===== src/hw/dctp_map.svh =====
// register offsets, field positions and reset values of the timer port
`ifndef DCTP_MAP_SVH
`define DCTP_MAP_SVH

`define DCTP_AW            8
`define DCTP_DW            32
`define DCTP_SW            4
`define DCTP_CNT_W         8
`define DCTP_PORT_W        6
`define DCTP_ST_W          3
`define DCTP_CTRL_W        7
`define DCTP_SEL_W         2

`define DCTP_OFF_CTRL      8'h00
`define DCTP_OFF_CNT0      8'h04
`define DCTP_OFF_CNT1      8'h08
`define DCTP_OFF_STAT      8'h0C
`define DCTP_OFF_MASK      8'h10
`define DCTP_OFF_POUT      8'h14
`define DCTP_OFF_PEN       8'h18

`define DCTP_CTRL_MODE_LSB 0
`define DCTP_CTRL_SEL0_LSB 2
`define DCTP_CTRL_SEL1_LSB 4
`define DCTP_CTRL_CASC     6

`define DCTP_ST_GATE       0
`define DCTP_ST_OVF0       1
`define DCTP_ST_OVF1       2

`define DCTP_PIN_N         5
`define DCTP_PIN_AUX       0
`define DCTP_PIN_EXT0      1
`define DCTP_PIN_EXT1      2
`define DCTP_PIN_GATE0     3
`define DCTP_PIN_GATE1     4

`define DCTP_CTRL_RST      7'h00
`define DCTP_CNT_RST       8'h00
`define DCTP_CNT_MAX       8'hFF
`define DCTP_CNT_ONE       8'h01
`define DCTP_ST_RST        3'h0
`define DCTP_PORT_RST      6'h00
`define DCTP_OEN_RST       6'h3F

`define DCTP_RESP_OKAY     2'h0
`define DCTP_RESP_SLVERR   2'h2

`endif


===== src/hw/dctp_pkg.sv =====
// types and address decode shared by the timer port modules
`include "dctp_map.svh"

package dctp_pkg;

	typedef logic [`DCTP_AW-1:0]    dctp_addr_t;
	typedef logic [`DCTP_DW-1:0]    dctp_data_t;
	typedef logic [`DCTP_SW-1:0]    dctp_strb_t;
	typedef logic [`DCTP_CNT_W-1:0] dctp_cnt_t;

	typedef enum logic [`DCTP_SEL_W-1:0]
	{
		DCTP_SRC_EXT,
		DCTP_SRC_AUX,
		DCTP_SRC_MCLK,
		DCTP_SRC_OFF
	} dctp_src_e;

	typedef enum logic [`DCTP_SEL_W-1:0]
	{
		DCTP_MODE_HALT,
		DCTP_MODE_RUN,
		DCTP_MODE_GATE0,
		DCTP_MODE_GATE1
	} dctp_mode_e;

	function automatic logic dctp_reg_hit(input dctp_addr_t a);
		case (a)
		`DCTP_OFF_CTRL, `DCTP_OFF_CNT0, `DCTP_OFF_CNT1, `DCTP_OFF_STAT,
		`DCTP_OFF_MASK, `DCTP_OFF_POUT, `DCTP_OFF_PEN:
			dctp_reg_hit = 1'b1;
		default:
			dctp_reg_hit = 1'b0;
		endcase
	endfunction

endpackage


===== src/hw/dctp_reg_if.sv =====
// register access carrier between the bus slave and the timer core
`timescale 1ns/1ps
`default_nettype none

interface dctp_reg_if;
	logic                wrEn;
	dctp_pkg::dctp_addr_t wrAddr;
	dctp_pkg::dctp_data_t wrData;
	dctp_pkg::dctp_strb_t wrStrb;
	logic                rdEn;
	dctp_pkg::dctp_addr_t rdAddr;
	dctp_pkg::dctp_data_t rdData;

	modport bus
	(
		output wrEn, wrAddr, wrData, wrStrb, rdEn, rdAddr,
		input  rdData
	);
	modport core
	(
		input  wrEn, wrAddr, wrData, wrStrb, rdEn, rdAddr,
		output rdData
	);
endinterface

`default_nettype wire


===== src/hw/dctp_timer_port.sv =====
// dual 8-bit counter timer with six three-state outputs, AXI4-Lite top
`timescale 1ns/1ps
`default_nettype none

module dctp_timer_port
(
	input  wire logic                   clk,
	input  wire logic                   srst,
	input  wire dctp_pkg::dctp_addr_t   awaddr,
	input  wire logic                   awvalid,
	output logic                        awready,
	input  wire dctp_pkg::dctp_data_t   wdata,
	input  wire dctp_pkg::dctp_strb_t   wstrb,
	input  wire logic                   wvalid,
	output logic                        wready,
	output logic [1:0]                  bresp,
	output logic                        bvalid,
	input  wire logic                   bready,
	input  wire dctp_pkg::dctp_addr_t   araddr,
	input  wire logic                   arvalid,
	output logic                        arready,
	output dctp_pkg::dctp_data_t        rdata,
	output logic [1:0]                  rresp,
	output logic                        rvalid,
	input  wire logic                   rready,
	input  wire logic                   auxClkPin,
	input  wire logic                   extCnt0Pin,
	input  wire logic                   extCnt1Pin,
	input  wire logic [1:0]             gatePin,
	output logic [`DCTP_PORT_W-1:0]     tpOut,
	output logic [`DCTP_PORT_W-1:0]     tpOe_n,
	output logic                        irq
);
	import dctp_pkg::*;

	dctp_reg_if regBus ();

	logic [`DCTP_PIN_N-1:0]  pinLvl;
	logic [`DCTP_PIN_N-1:0]  pinRise;
	logic [`DCTP_PIN_N-1:0]  pinFall;
	logic [`DCTP_CTRL_W-1:0] ctrl_reg;
	dctp_cnt_t               cnt0_reg;
	dctp_cnt_t               cnt1_reg;
	logic [`DCTP_ST_W-1:0]   status_reg;
	logic [`DCTP_ST_W-1:0]   status_next;
	logic [`DCTP_ST_W-1:0]   mask_reg;
	logic [`DCTP_PORT_W-1:0] pout_reg;
	logic [`DCTP_PORT_W-1:0] poen_reg;
	logic                    irq_reg;
	dctp_mode_e              mode0;
	dctp_src_e               sel0;
	dctp_src_e               sel1;
	logic                    cascade;
	logic                    run0;
	logic                    tick0;
	logic                    tick1;
	logic                    wrCnt0;
	logic                    wrCnt1;
	logic                    ovf0;
	logic                    ovf1;
	logic                    gateEv;
	logic                    rdStat;
	logic [`DCTP_ST_W-1:0]   events;

	// ----------------------------------------------------------------
	// helpers
	// ----------------------------------------------------------------
	function automatic logic src_tick(input dctp_src_e s,
		input logic extRise, input logic auxRise);
		case (s)
		DCTP_SRC_EXT:  src_tick = extRise;
		DCTP_SRC_AUX:  src_tick = auxRise;
		DCTP_SRC_MCLK: src_tick = 1'b1;
		default:       src_tick = 1'b0;
		endcase
	endfunction

	function automatic logic wr_sel(input dctp_addr_t off);
		wr_sel = regBus.wrEn && regBus.wrStrb[0] && regBus.wrAddr == off;
	endfunction

	// ----------------------------------------------------------------
	// bus slave and pin synchronisers
	// ----------------------------------------------------------------
	dctp_axil_slave u_slave
	(
		.clk     (clk),
		.srst    (srst),
		.awaddr  (awaddr),
		.awvalid (awvalid),
		.awready (awready),
		.wdata   (wdata),
		.wstrb   (wstrb),
		.wvalid  (wvalid),
		.wready  (wready),
		.bresp   (bresp),
		.bvalid  (bvalid),
		.bready  (bready),
		.araddr  (araddr),
		.arvalid (arvalid),
		.arready (arready),
		.rdata   (rdata),
		.rresp   (rresp),
		.rvalid  (rvalid),
		.rready  (rready),
		.regPort (regBus)
	);

	dctp_pin_sync #(.W(`DCTP_PIN_N)) u_sync
	(
		.clk   (clk),
		.srst  (srst),
		.pinIn ({gatePin[1], gatePin[0], extCnt1Pin, extCnt0Pin,
			auxClkPin}),
		.lvl   (pinLvl),
		.rise  (pinRise),
		.fall  (pinFall)
	);

	// ----------------------------------------------------------------
	// control fields and count enables
	// ----------------------------------------------------------------
	assign mode0   = dctp_mode_e'(ctrl_reg[`DCTP_CTRL_MODE_LSB +: `DCTP_SEL_W]);
	assign sel0    = dctp_src_e'(ctrl_reg[`DCTP_CTRL_SEL0_LSB +: `DCTP_SEL_W]);
	assign sel1    = dctp_src_e'(ctrl_reg[`DCTP_CTRL_SEL1_LSB +: `DCTP_SEL_W]);
	assign cascade = ctrl_reg[`DCTP_CTRL_CASC];
	assign wrCnt0  = wr_sel(`DCTP_OFF_CNT0);
	assign wrCnt1  = wr_sel(`DCTP_OFF_CNT1);

	always_comb
	begin
		case (mode0)
		DCTP_MODE_HALT:  run0 = 1'b0;
		DCTP_MODE_RUN:   run0 = 1'b1;
		DCTP_MODE_GATE0: run0 = pinLvl[`DCTP_PIN_GATE0];
		DCTP_MODE_GATE1: run0 = pinLvl[`DCTP_PIN_GATE1];
		default:         run0 = 1'b0;
		endcase
	end

	// falling end of the selected gate
	assign gateEv = (mode0 == DCTP_MODE_GATE0 && pinFall[`DCTP_PIN_GATE0])
		|| (mode0 == DCTP_MODE_GATE1 && pinFall[`DCTP_PIN_GATE1]);

	assign tick0 = run0 && src_tick(sel0, pinRise[`DCTP_PIN_EXT0],
		pinRise[`DCTP_PIN_AUX]);
	assign ovf0  = tick0 && cnt0_reg == `DCTP_CNT_MAX && !wrCnt0;
	assign tick1 = cascade ? ovf0 : src_tick(sel1, pinRise[`DCTP_PIN_EXT1],
		pinRise[`DCTP_PIN_AUX]);
	assign ovf1  = tick1 && cnt1_reg == `DCTP_CNT_MAX && !wrCnt1;

	// ----------------------------------------------------------------
	// counters
	// ----------------------------------------------------------------
	always_ff @(posedge clk)
	begin
		if (srst)
			cnt0_reg <= `DCTP_CNT_RST;
		else if (wrCnt0)
			cnt0_reg <= regBus.wrData[`DCTP_CNT_W-1:0];
		else if (tick0)
			cnt0_reg <= cnt0_reg + `DCTP_CNT_ONE;
	end

	always_ff @(posedge clk)
	begin
		if (srst)
			cnt1_reg <= `DCTP_CNT_RST;
		else if (wrCnt1)
			cnt1_reg <= regBus.wrData[`DCTP_CNT_W-1:0];
		else if (tick1)
			cnt1_reg <= cnt1_reg + `DCTP_CNT_ONE;
	end

	// ----------------------------------------------------------------
	// control, mask and port registers
	// ----------------------------------------------------------------
	always_ff @(posedge clk)
	begin
		if (srst)
		begin
			ctrl_reg <= `DCTP_CTRL_RST;
			mask_reg <= `DCTP_ST_RST;
		end
		else
		begin
			if (wr_sel(`DCTP_OFF_CTRL))
				ctrl_reg <= regBus.wrData[`DCTP_CTRL_W-1:0];
			if (wr_sel(`DCTP_OFF_MASK))
				mask_reg <= regBus.wrData[`DCTP_ST_W-1:0];
		end
	end

	// output enables kept active low so the pins come straight from flops
	always_ff @(posedge clk)
	begin
		if (srst)
		begin
			pout_reg <= `DCTP_PORT_RST;
			poen_reg <= `DCTP_OEN_RST;
		end
		else
		begin
			if (wr_sel(`DCTP_OFF_POUT))
				pout_reg <= regBus.wrData[`DCTP_PORT_W-1:0];
			if (wr_sel(`DCTP_OFF_PEN))
				poen_reg <= ~regBus.wrData[`DCTP_PORT_W-1:0];
		end
	end

	assign tpOut  = pout_reg;
	assign tpOe_n = poen_reg;

	// ----------------------------------------------------------------
	// flags and interrupt
	// ----------------------------------------------------------------
	assign rdStat = regBus.rdEn && regBus.rdAddr == `DCTP_OFF_STAT;

	always_comb
	begin
		events                = '0;
		events[`DCTP_ST_GATE] = gateEv;
		events[`DCTP_ST_OVF0] = ovf0 && !cascade;
		events[`DCTP_ST_OVF1] = ovf1;
		// a new event wins over the read clear
		status_next = (rdStat ? `DCTP_ST_RST : status_reg) | events;
	end

	always_ff @(posedge clk)
	begin
		if (srst)
			status_reg <= `DCTP_ST_RST;
		else
			status_reg <= status_next;
	end

	always_ff @(posedge clk)
	begin
		if (srst)
			irq_reg <= 1'b0;
		else
			irq_reg <= |(status_reg & mask_reg);
	end

	assign irq = irq_reg;

	// ----------------------------------------------------------------
	// read mux
	// ----------------------------------------------------------------
	always_comb
	begin
		regBus.rdData = '0;
		case (regBus.rdAddr)
		`DCTP_OFF_CTRL: regBus.rdData[`DCTP_CTRL_W-1:0] = ctrl_reg;
		`DCTP_OFF_CNT0: regBus.rdData[`DCTP_CNT_W-1:0]  = cnt0_reg;
		`DCTP_OFF_CNT1: regBus.rdData[`DCTP_CNT_W-1:0]  = cnt1_reg;
		`DCTP_OFF_STAT: regBus.rdData[`DCTP_ST_W-1:0]   = status_reg;
		`DCTP_OFF_MASK: regBus.rdData[`DCTP_ST_W-1:0]   = mask_reg;
		`DCTP_OFF_POUT: regBus.rdData[`DCTP_PORT_W-1:0] = pout_reg;
		`DCTP_OFF_PEN:  regBus.rdData[`DCTP_PORT_W-1:0] = ~poen_reg;
		default:        regBus.rdData = '0;
		endcase
	end
endmodule

`default_nettype wire


===== src/hw/dctp_pin_sync.sv =====
// two-stage synchroniser with level and edge outputs for external pins
`timescale 1ns/1ps
`default_nettype none

module dctp_pin_sync
#(
	parameter int W = `DCTP_PIN_N
)
(
	input  wire logic         clk,
	input  wire logic         srst,
	input  wire logic [W-1:0] pinIn,
	output logic      [W-1:0] lvl,
	output logic      [W-1:0] rise,
	output logic      [W-1:0] fall
);
	import dctp_pkg::*;

	logic [W-1:0] meta_reg;
	logic [W-1:0] sync_reg;
	logic [W-1:0] prev_reg;

	// first stage feeds only the second
	always_ff @(posedge clk)
	begin
		if (srst)
		begin
			meta_reg <= '0;
			sync_reg <= '0;
			prev_reg <= '0;
		end
		else
		begin
			meta_reg <= pinIn;
			sync_reg <= meta_reg;
			prev_reg <= sync_reg;
		end
	end

	assign lvl  = sync_reg;
	assign rise = sync_reg & ~prev_reg;
	assign fall = ~sync_reg & prev_reg;
endmodule

`default_nettype wire


===== src/hw/dctp_axil_slave.sv =====
// AXI4-Lite slave that turns bus transfers into register strobes
`timescale 1ns/1ps
`default_nettype none

module dctp_axil_slave
(
	input  wire logic                 clk,
	input  wire logic                 srst,
	input  wire dctp_pkg::dctp_addr_t awaddr,
	input  wire logic                 awvalid,
	output logic                      awready,
	input  wire dctp_pkg::dctp_data_t wdata,
	input  wire dctp_pkg::dctp_strb_t wstrb,
	input  wire logic                 wvalid,
	output logic                      wready,
	output logic [1:0]                bresp,
	output logic                      bvalid,
	input  wire logic                 bready,
	input  wire dctp_pkg::dctp_addr_t araddr,
	input  wire logic                 arvalid,
	output logic                      arready,
	output dctp_pkg::dctp_data_t      rdata,
	output logic [1:0]                rresp,
	output logic                      rvalid,
	input  wire logic                 rready,
	dctp_reg_if.bus                   regPort
);
	import dctp_pkg::*;

	logic       awHeld_reg;
	logic       wHeld_reg;
	dctp_addr_t awAddr_reg;
	dctp_data_t wData_reg;
	dctp_strb_t wStrb_reg;
	logic       doWrite;
	logic       arTake;

	// ----------------------------------------------------------------
	// write channel: address and data in either order
	// ----------------------------------------------------------------
	assign doWrite = awHeld_reg && wHeld_reg && !bvalid;

	always_ff @(posedge clk)
	begin
		if (srst)
		begin
			awHeld_reg <= 1'b0;
			wHeld_reg  <= 1'b0;
			awAddr_reg <= '0;
			wData_reg  <= '0;
			wStrb_reg  <= '0;
			awready    <= 1'b0;
			wready     <= 1'b0;
			bvalid     <= 1'b0;
			bresp      <= `DCTP_RESP_OKAY;
		end
		else
		begin
			if (awvalid && awready)
			begin
				awAddr_reg <= awaddr;
				awHeld_reg <= 1'b1;
				awready    <= 1'b0;
			end
			else if (!awHeld_reg && !bvalid)
				awready <= 1'b1;
			if (wvalid && wready)
			begin
				wData_reg <= wdata;
				wStrb_reg <= wstrb;
				wHeld_reg <= 1'b1;
				wready    <= 1'b0;
			end
			else if (!wHeld_reg && !bvalid)
				wready <= 1'b1;
			if (doWrite)
			begin
				awHeld_reg <= 1'b0;
				wHeld_reg  <= 1'b0;
				bvalid     <= 1'b1;
				bresp      <= dctp_reg_hit(awAddr_reg) ?
					`DCTP_RESP_OKAY : `DCTP_RESP_SLVERR;
			end
			else if (bvalid && bready)
				bvalid <= 1'b0;
		end
	end

	assign regPort.wrEn   = doWrite && dctp_reg_hit(awAddr_reg);
	assign regPort.wrAddr = awAddr_reg;
	assign regPort.wrData = wData_reg;
	assign regPort.wrStrb = wStrb_reg;

	// ----------------------------------------------------------------
	// read channel: data captured at the address handshake
	// ----------------------------------------------------------------
	assign arTake         = arvalid && arready;
	assign regPort.rdEn   = arTake;
	assign regPort.rdAddr = araddr;

	always_ff @(posedge clk)
	begin
		if (srst)
		begin
			arready <= 1'b0;
			rvalid  <= 1'b0;
			rdata   <= '0;
			rresp   <= `DCTP_RESP_OKAY;
		end
		else
		begin
			if (arTake)
			begin
				arready <= 1'b0;
				rvalid  <= 1'b1;
				rdata   <= dctp_reg_hit(araddr) ? regPort.rdData : '0;
				rresp   <= dctp_reg_hit(araddr) ?
					`DCTP_RESP_OKAY : `DCTP_RESP_SLVERR;
			end
			else if (rvalid && rready)
				rvalid <= 1'b0;
			else if (!rvalid)
				arready <= 1'b1;
		end
	end
endmodule

`default_nettype wire


===== config.mk =====
export PLATFORM = sky130hd
export DESIGN_NAME = dctp_timer_port
export DESIGN_NICKNAME = d
export VERILOG_FILES = /design/src/hw/dctp_pkg.sv /design/src/hw/dctp_reg_if.sv /design/src/hw/dctp_timer_port.sv /design/src/hw/dctp_pin_sync.sv /design/src/hw/dctp_axil_slave.sv
export VERILOG_INCLUDE_DIRS = /design/src /design/src/hw
export SDC_FILE = /design/constraint.sdc
export NUM_CORES = 1
export LEC_CHECK = 0
export ABC_AREA = 1
export BUFFER_PORTS_ARGS = -buffer_cell sky130_fd_sc_hd__buf_2
export CAP_MARGIN = 20
export CORE_ASPECT_RATIO = 0.6
export CORE_UTILIZATION = 48
export CTS_CLUSTER_DIAMETER = 150
export CTS_CLUSTER_SIZE = 20
export DETAILED_ROUTE_END_ITERATION = 10
export HOLD_SLACK_MARGIN = 0.03
export PLACE_DENSITY = 0.8
export SYNTH_ARGS = -nofsm -noshare
export SYNTH_HDL_FRONTEND = slang
export SYNTH_SLANG_ARGS = --single-unit

===== constraint.sdc =====
create_clock -name clk -period 1.5 [get_ports clk]
set_input_delay 0.15 -clock clk [delete_from_list [all_inputs] [get_ports clk]]
set_output_delay 0.15 -clock clk [all_outputs]
set_load 0.1 [all_outputs]

==> metrics.csv <==
stage;metric;value;unit
critical_path;critPathKind;reg2reg;
flow_run;drv_cap;0;
global_route;grt_first_pass_wirelength;20470;um
timing;slew_viol_final;0;
outcome;status;complete, but fails checks;
critical_path;end_kind;flip-flop;
floorplan;top_level_ports;118;
global_route;track_usage;27.72;%
yosys;synth_top_area_share;41.58;%
place;port_buffers;64;
power;p_int;3.860;mW
power;power_frac_seq;44.8;%
cts;cts_inserted_buffers;9;
timing;timing.final.ws_setup;-0.2354;ns
power;combPwrFrac;15.9;%
place;dp_cells;811;
finish;nets;799;
power;p_sw;1.881;mW
power;clkPwrFrac;39.3;%
timing;min_period;1.735;ns
finish;stdcell_count;850;
place;place_ws;-0.1123;ns
yosys;syn_area;4382;um2
timing;max_slew_margin;66.61;%
timing;setup_viol;37;
yosys;synth_edf_count;0;
drt;dr.pass1.iters;8;
floorplan;die_width;125.3;um
finish;fillers;710;
yosys;avgSynthCellArea;7.090;um2
floorplan;rows;26;
cts;cts.sinks;91;
place;dpl.hpwl;8885;um
floorplan;core;8686;um2
yosys;syn_inst;618;
drt;wl;13450;um
floorplan;die_area;9527;um2
power;ir_drop;682.1;uV
cts;ctsLongestPathBuffers;2;
drt;drc;6;
cts;clkLatencyLatePin;0.36;ns
cts;cts_tree;done;
timing;hold_viol;0;
yosys;synthArstFlopShare;0;%
critical_path;cp_max_fo;7;
yosys;yosys-top-cells-area;dfxtp_1 (42%), nand2_1 (11%), nor2_1 (7.6%);
floorplan;initial_core_util;50.45;%
finish;num_antenna_cells;0;
cts;path_clk_slew;0.07;ns
yosys;synth.most_common_cell;nand2_1;
timing;skew;0.005966;ns
finish;final_util;66.10;%
drt;dr.first_iter.drc_count;438;
critical_path;arrival;2.02;ns
global_route;antenna_found_initial;0;
yosys;synth_cell_type_count;40;
finish;syn_to_final_growth;31.04;%
worst_hold_path;hold_class;in2reg;
power;p_sw_share;32.77;%
finish;drive_above_1_share;29.67;%
yosys;ys.flop_type;dfxtp_1;
timing;tightest_slew;0.4996;ns
power;p_total;5.741;mW
drt;vias_per_cell;5.375;
drt;detail_route.wl_per_cell;15.82;um
place;gp_congestion;0.9771;
yosys;ys_ff_latch;91;
yosys;netlist_top_cells_count;nand2_1 (130), dfxtp_1 (91), nor2_1 (89);
yosys;yosys_warnings;0;
critical_path;start_kind;flip-flop;
yosys;ys_seq_area_share;41.58;%
global_route;grt_overflow;0;
timing;rsz0062_at_grt;yes;
power;p_leak;2.628;nW
power;power_density;999.9;nW/um2
drt;ant_nets;0;
floorplan;die_h;76.01;um
timing;finalCritPeriodShare;115.7;%
yosys;yosys.area.top_type;dfxtp_1;
cts;h-tree-depth;3;
global_route;grt_pass1_vias;4065;
timing;fmax;0.5762;GHz
global_route;grt_start_max_net_pins;29;
drt;route.vias.total;4569;
timing;hold_ws;0.04843;ns
critical_path;crit_required;1.78;ns
outcome;failed_checks;design-rule violations, negative setup slack;
cts;cts-root-buf;clkbuf_16;
-- placed cells by master, fill, tap and decap left out, types with 2 or more instances in the layout --
cell | Yosys | routed
o21ai_0 | 38 | 35
inv_1 | 76 | 70
nor3_1 | 6 | 5
nor4_1 | 4 | 2
buf_6 | 3 | 6
buf_12 | 0 | 2
o21ai_1 | 8 | 9
a31oi_1 | 3 | 3
a21oi_1 | 34 | 27
dfxtp_2 | 0 | 12
clkinvlp_4 | 0 | 2
nand2_2 | 0 | 15
dfxtp_4 | 0 | 3
buf_2 | 4 | 64
nand3_1 | 30 | 25
nand2_1 | 130 | 115
nand3_2 | 3 | 6
a21oi_2 | 0 | 7
clkbuf_16 | 0 | 9
nor2_1 | 89 | 78
xor2_1 | 7 | 7
dfxtp_1 | 91 | 76
nor2_4 | 2 | 6
nand4_1 | 13 | 13
nand3_4 | 2 | 7
o22ai_1 | 10 | 10
nand4_4 | 2 | 2
dlygate4sd3_1 | 0 | 6
o21ai_2 | 0 | 2
conb_1 | 1 | 26
nor2_2 | 3 | 10
buf_4 | 26 | 41
inv_2 | 3 | 7
inv_6 | 0 | 4
o211ai_1 | 5 | 5
-- layer usage --
metal,GRT usage [%],vias to the layer above,share of wire [%]
met3,8.989,48,11
li1,-,2178,-
met4,7.561,0,2.9
met2,41.23,265,42
met1,38.39,2078,44
met5,0,-,0
-- cells by family (layout without fill, tap and decap cells) --
kind of cell | after synthesis | in the layout | synth area share [%]
AOI/OAI and AO/OA | 105 | 105 | 13.48
xor gates and xnor gates | 7 | 7 | 1.399
adders and majority gates | 2 | 2 | 0.5710
buffers and inverters | 124 | 216 | 13.48
DFF | 91 | 91 | 41.58
other | 1 | 26 | 0.08558
and+or+nand+nor | 288 | 291 | 29.41
-- power groups by stage --
| stage | sequential, mW | clock [mW] | combinational, mW |
|---|---|---|---|
| 2_1_floorplan | 2.72 | 0 | 0.567 |
| 3_5_place_dp | 2.61 | 0 | 0.806 |
| 5_1_grt | 2.58 | 2.39 | 0.964 |
| 3_3_place_gp | 2.61 | 0 | 0.791 |
| 4_1_cts | 2.56 | 2.28 | 0.851 |
| 6_report | 2.57 | 2.26 | 0.914 |
-- repair_timing --
action,CTS,global route
endpoints found under the hold margin,6,0
pin swaps,9,21
hold buffers,6,0
buffers inserted,7,7
gates cloned,3,0
setup endpoints to repair,34,39
gates resized for setup,21,66
-- path summary, 6_finish.rpt --
check / startpoint / endpoint / slack [ns] / depth (start not counted)
worst max register to register: u_slave.regPort.wrAddr[6]$_SDFFE_PP0P_ / ctrl_reg[6]$_SDFFE_PP0P_ / -0.24 / 10
worst max-delay path: u_slave.regPort.wrAddr[6]$_SDFFE_PP0P_ / ctrl_reg[6]$_SDFFE_PP0P_ / -0.24 / 10
worst min register to register: u_sync.meta_reg[2]$_SDFF_PP0_ / u_sync.lvl[2]$_SDFF_PP0_ / 0.40 / 2
worst min-delay path: awaddr[0] / u_slave.regPort.wrAddr[0]$_SDFFE_PP0P_ / 0.05 / 3
-- worst max-delay path, stage by stage (launching register included) --
cell and delay, ns:
dfxtp_2 0.34, nor2_4 0.15, inv_2 0.07, nor2_4 0.13
o211ai_4 0.10, a21oi_4 0.22, buf_6 0.17, nand3_4 0.13
nand2_2 0.11, nand2_1 0.08, nor2_1 0.15
-- per-stage QoR --
stage          cell area, um2  TNS, ns
2_1_floorplan            4493        0
3_3_place_gp             4959  -0.7826
3_5_place_dp             4959   -2.506
4_1_cts                  5503  -0.8334
5_1_grt                  5742   -6.263
6_report                 5742   -3.574
-- area by class of cell --
type	count	area [um2]	area share [%]
Clock buffer	9	225.2	3.922
Clock inverter	7	67.56	1.177
Tap cell	112	140.1	2.441
Sequential cell	91	1848	32.19
Inverter	80	310.3	5.404
Multi-Input combinational cell	431	2340	40.75
Timing Repair Buffer	120	810.8	14.12
No activity file was read; power rests on OpenSTA's default activity.
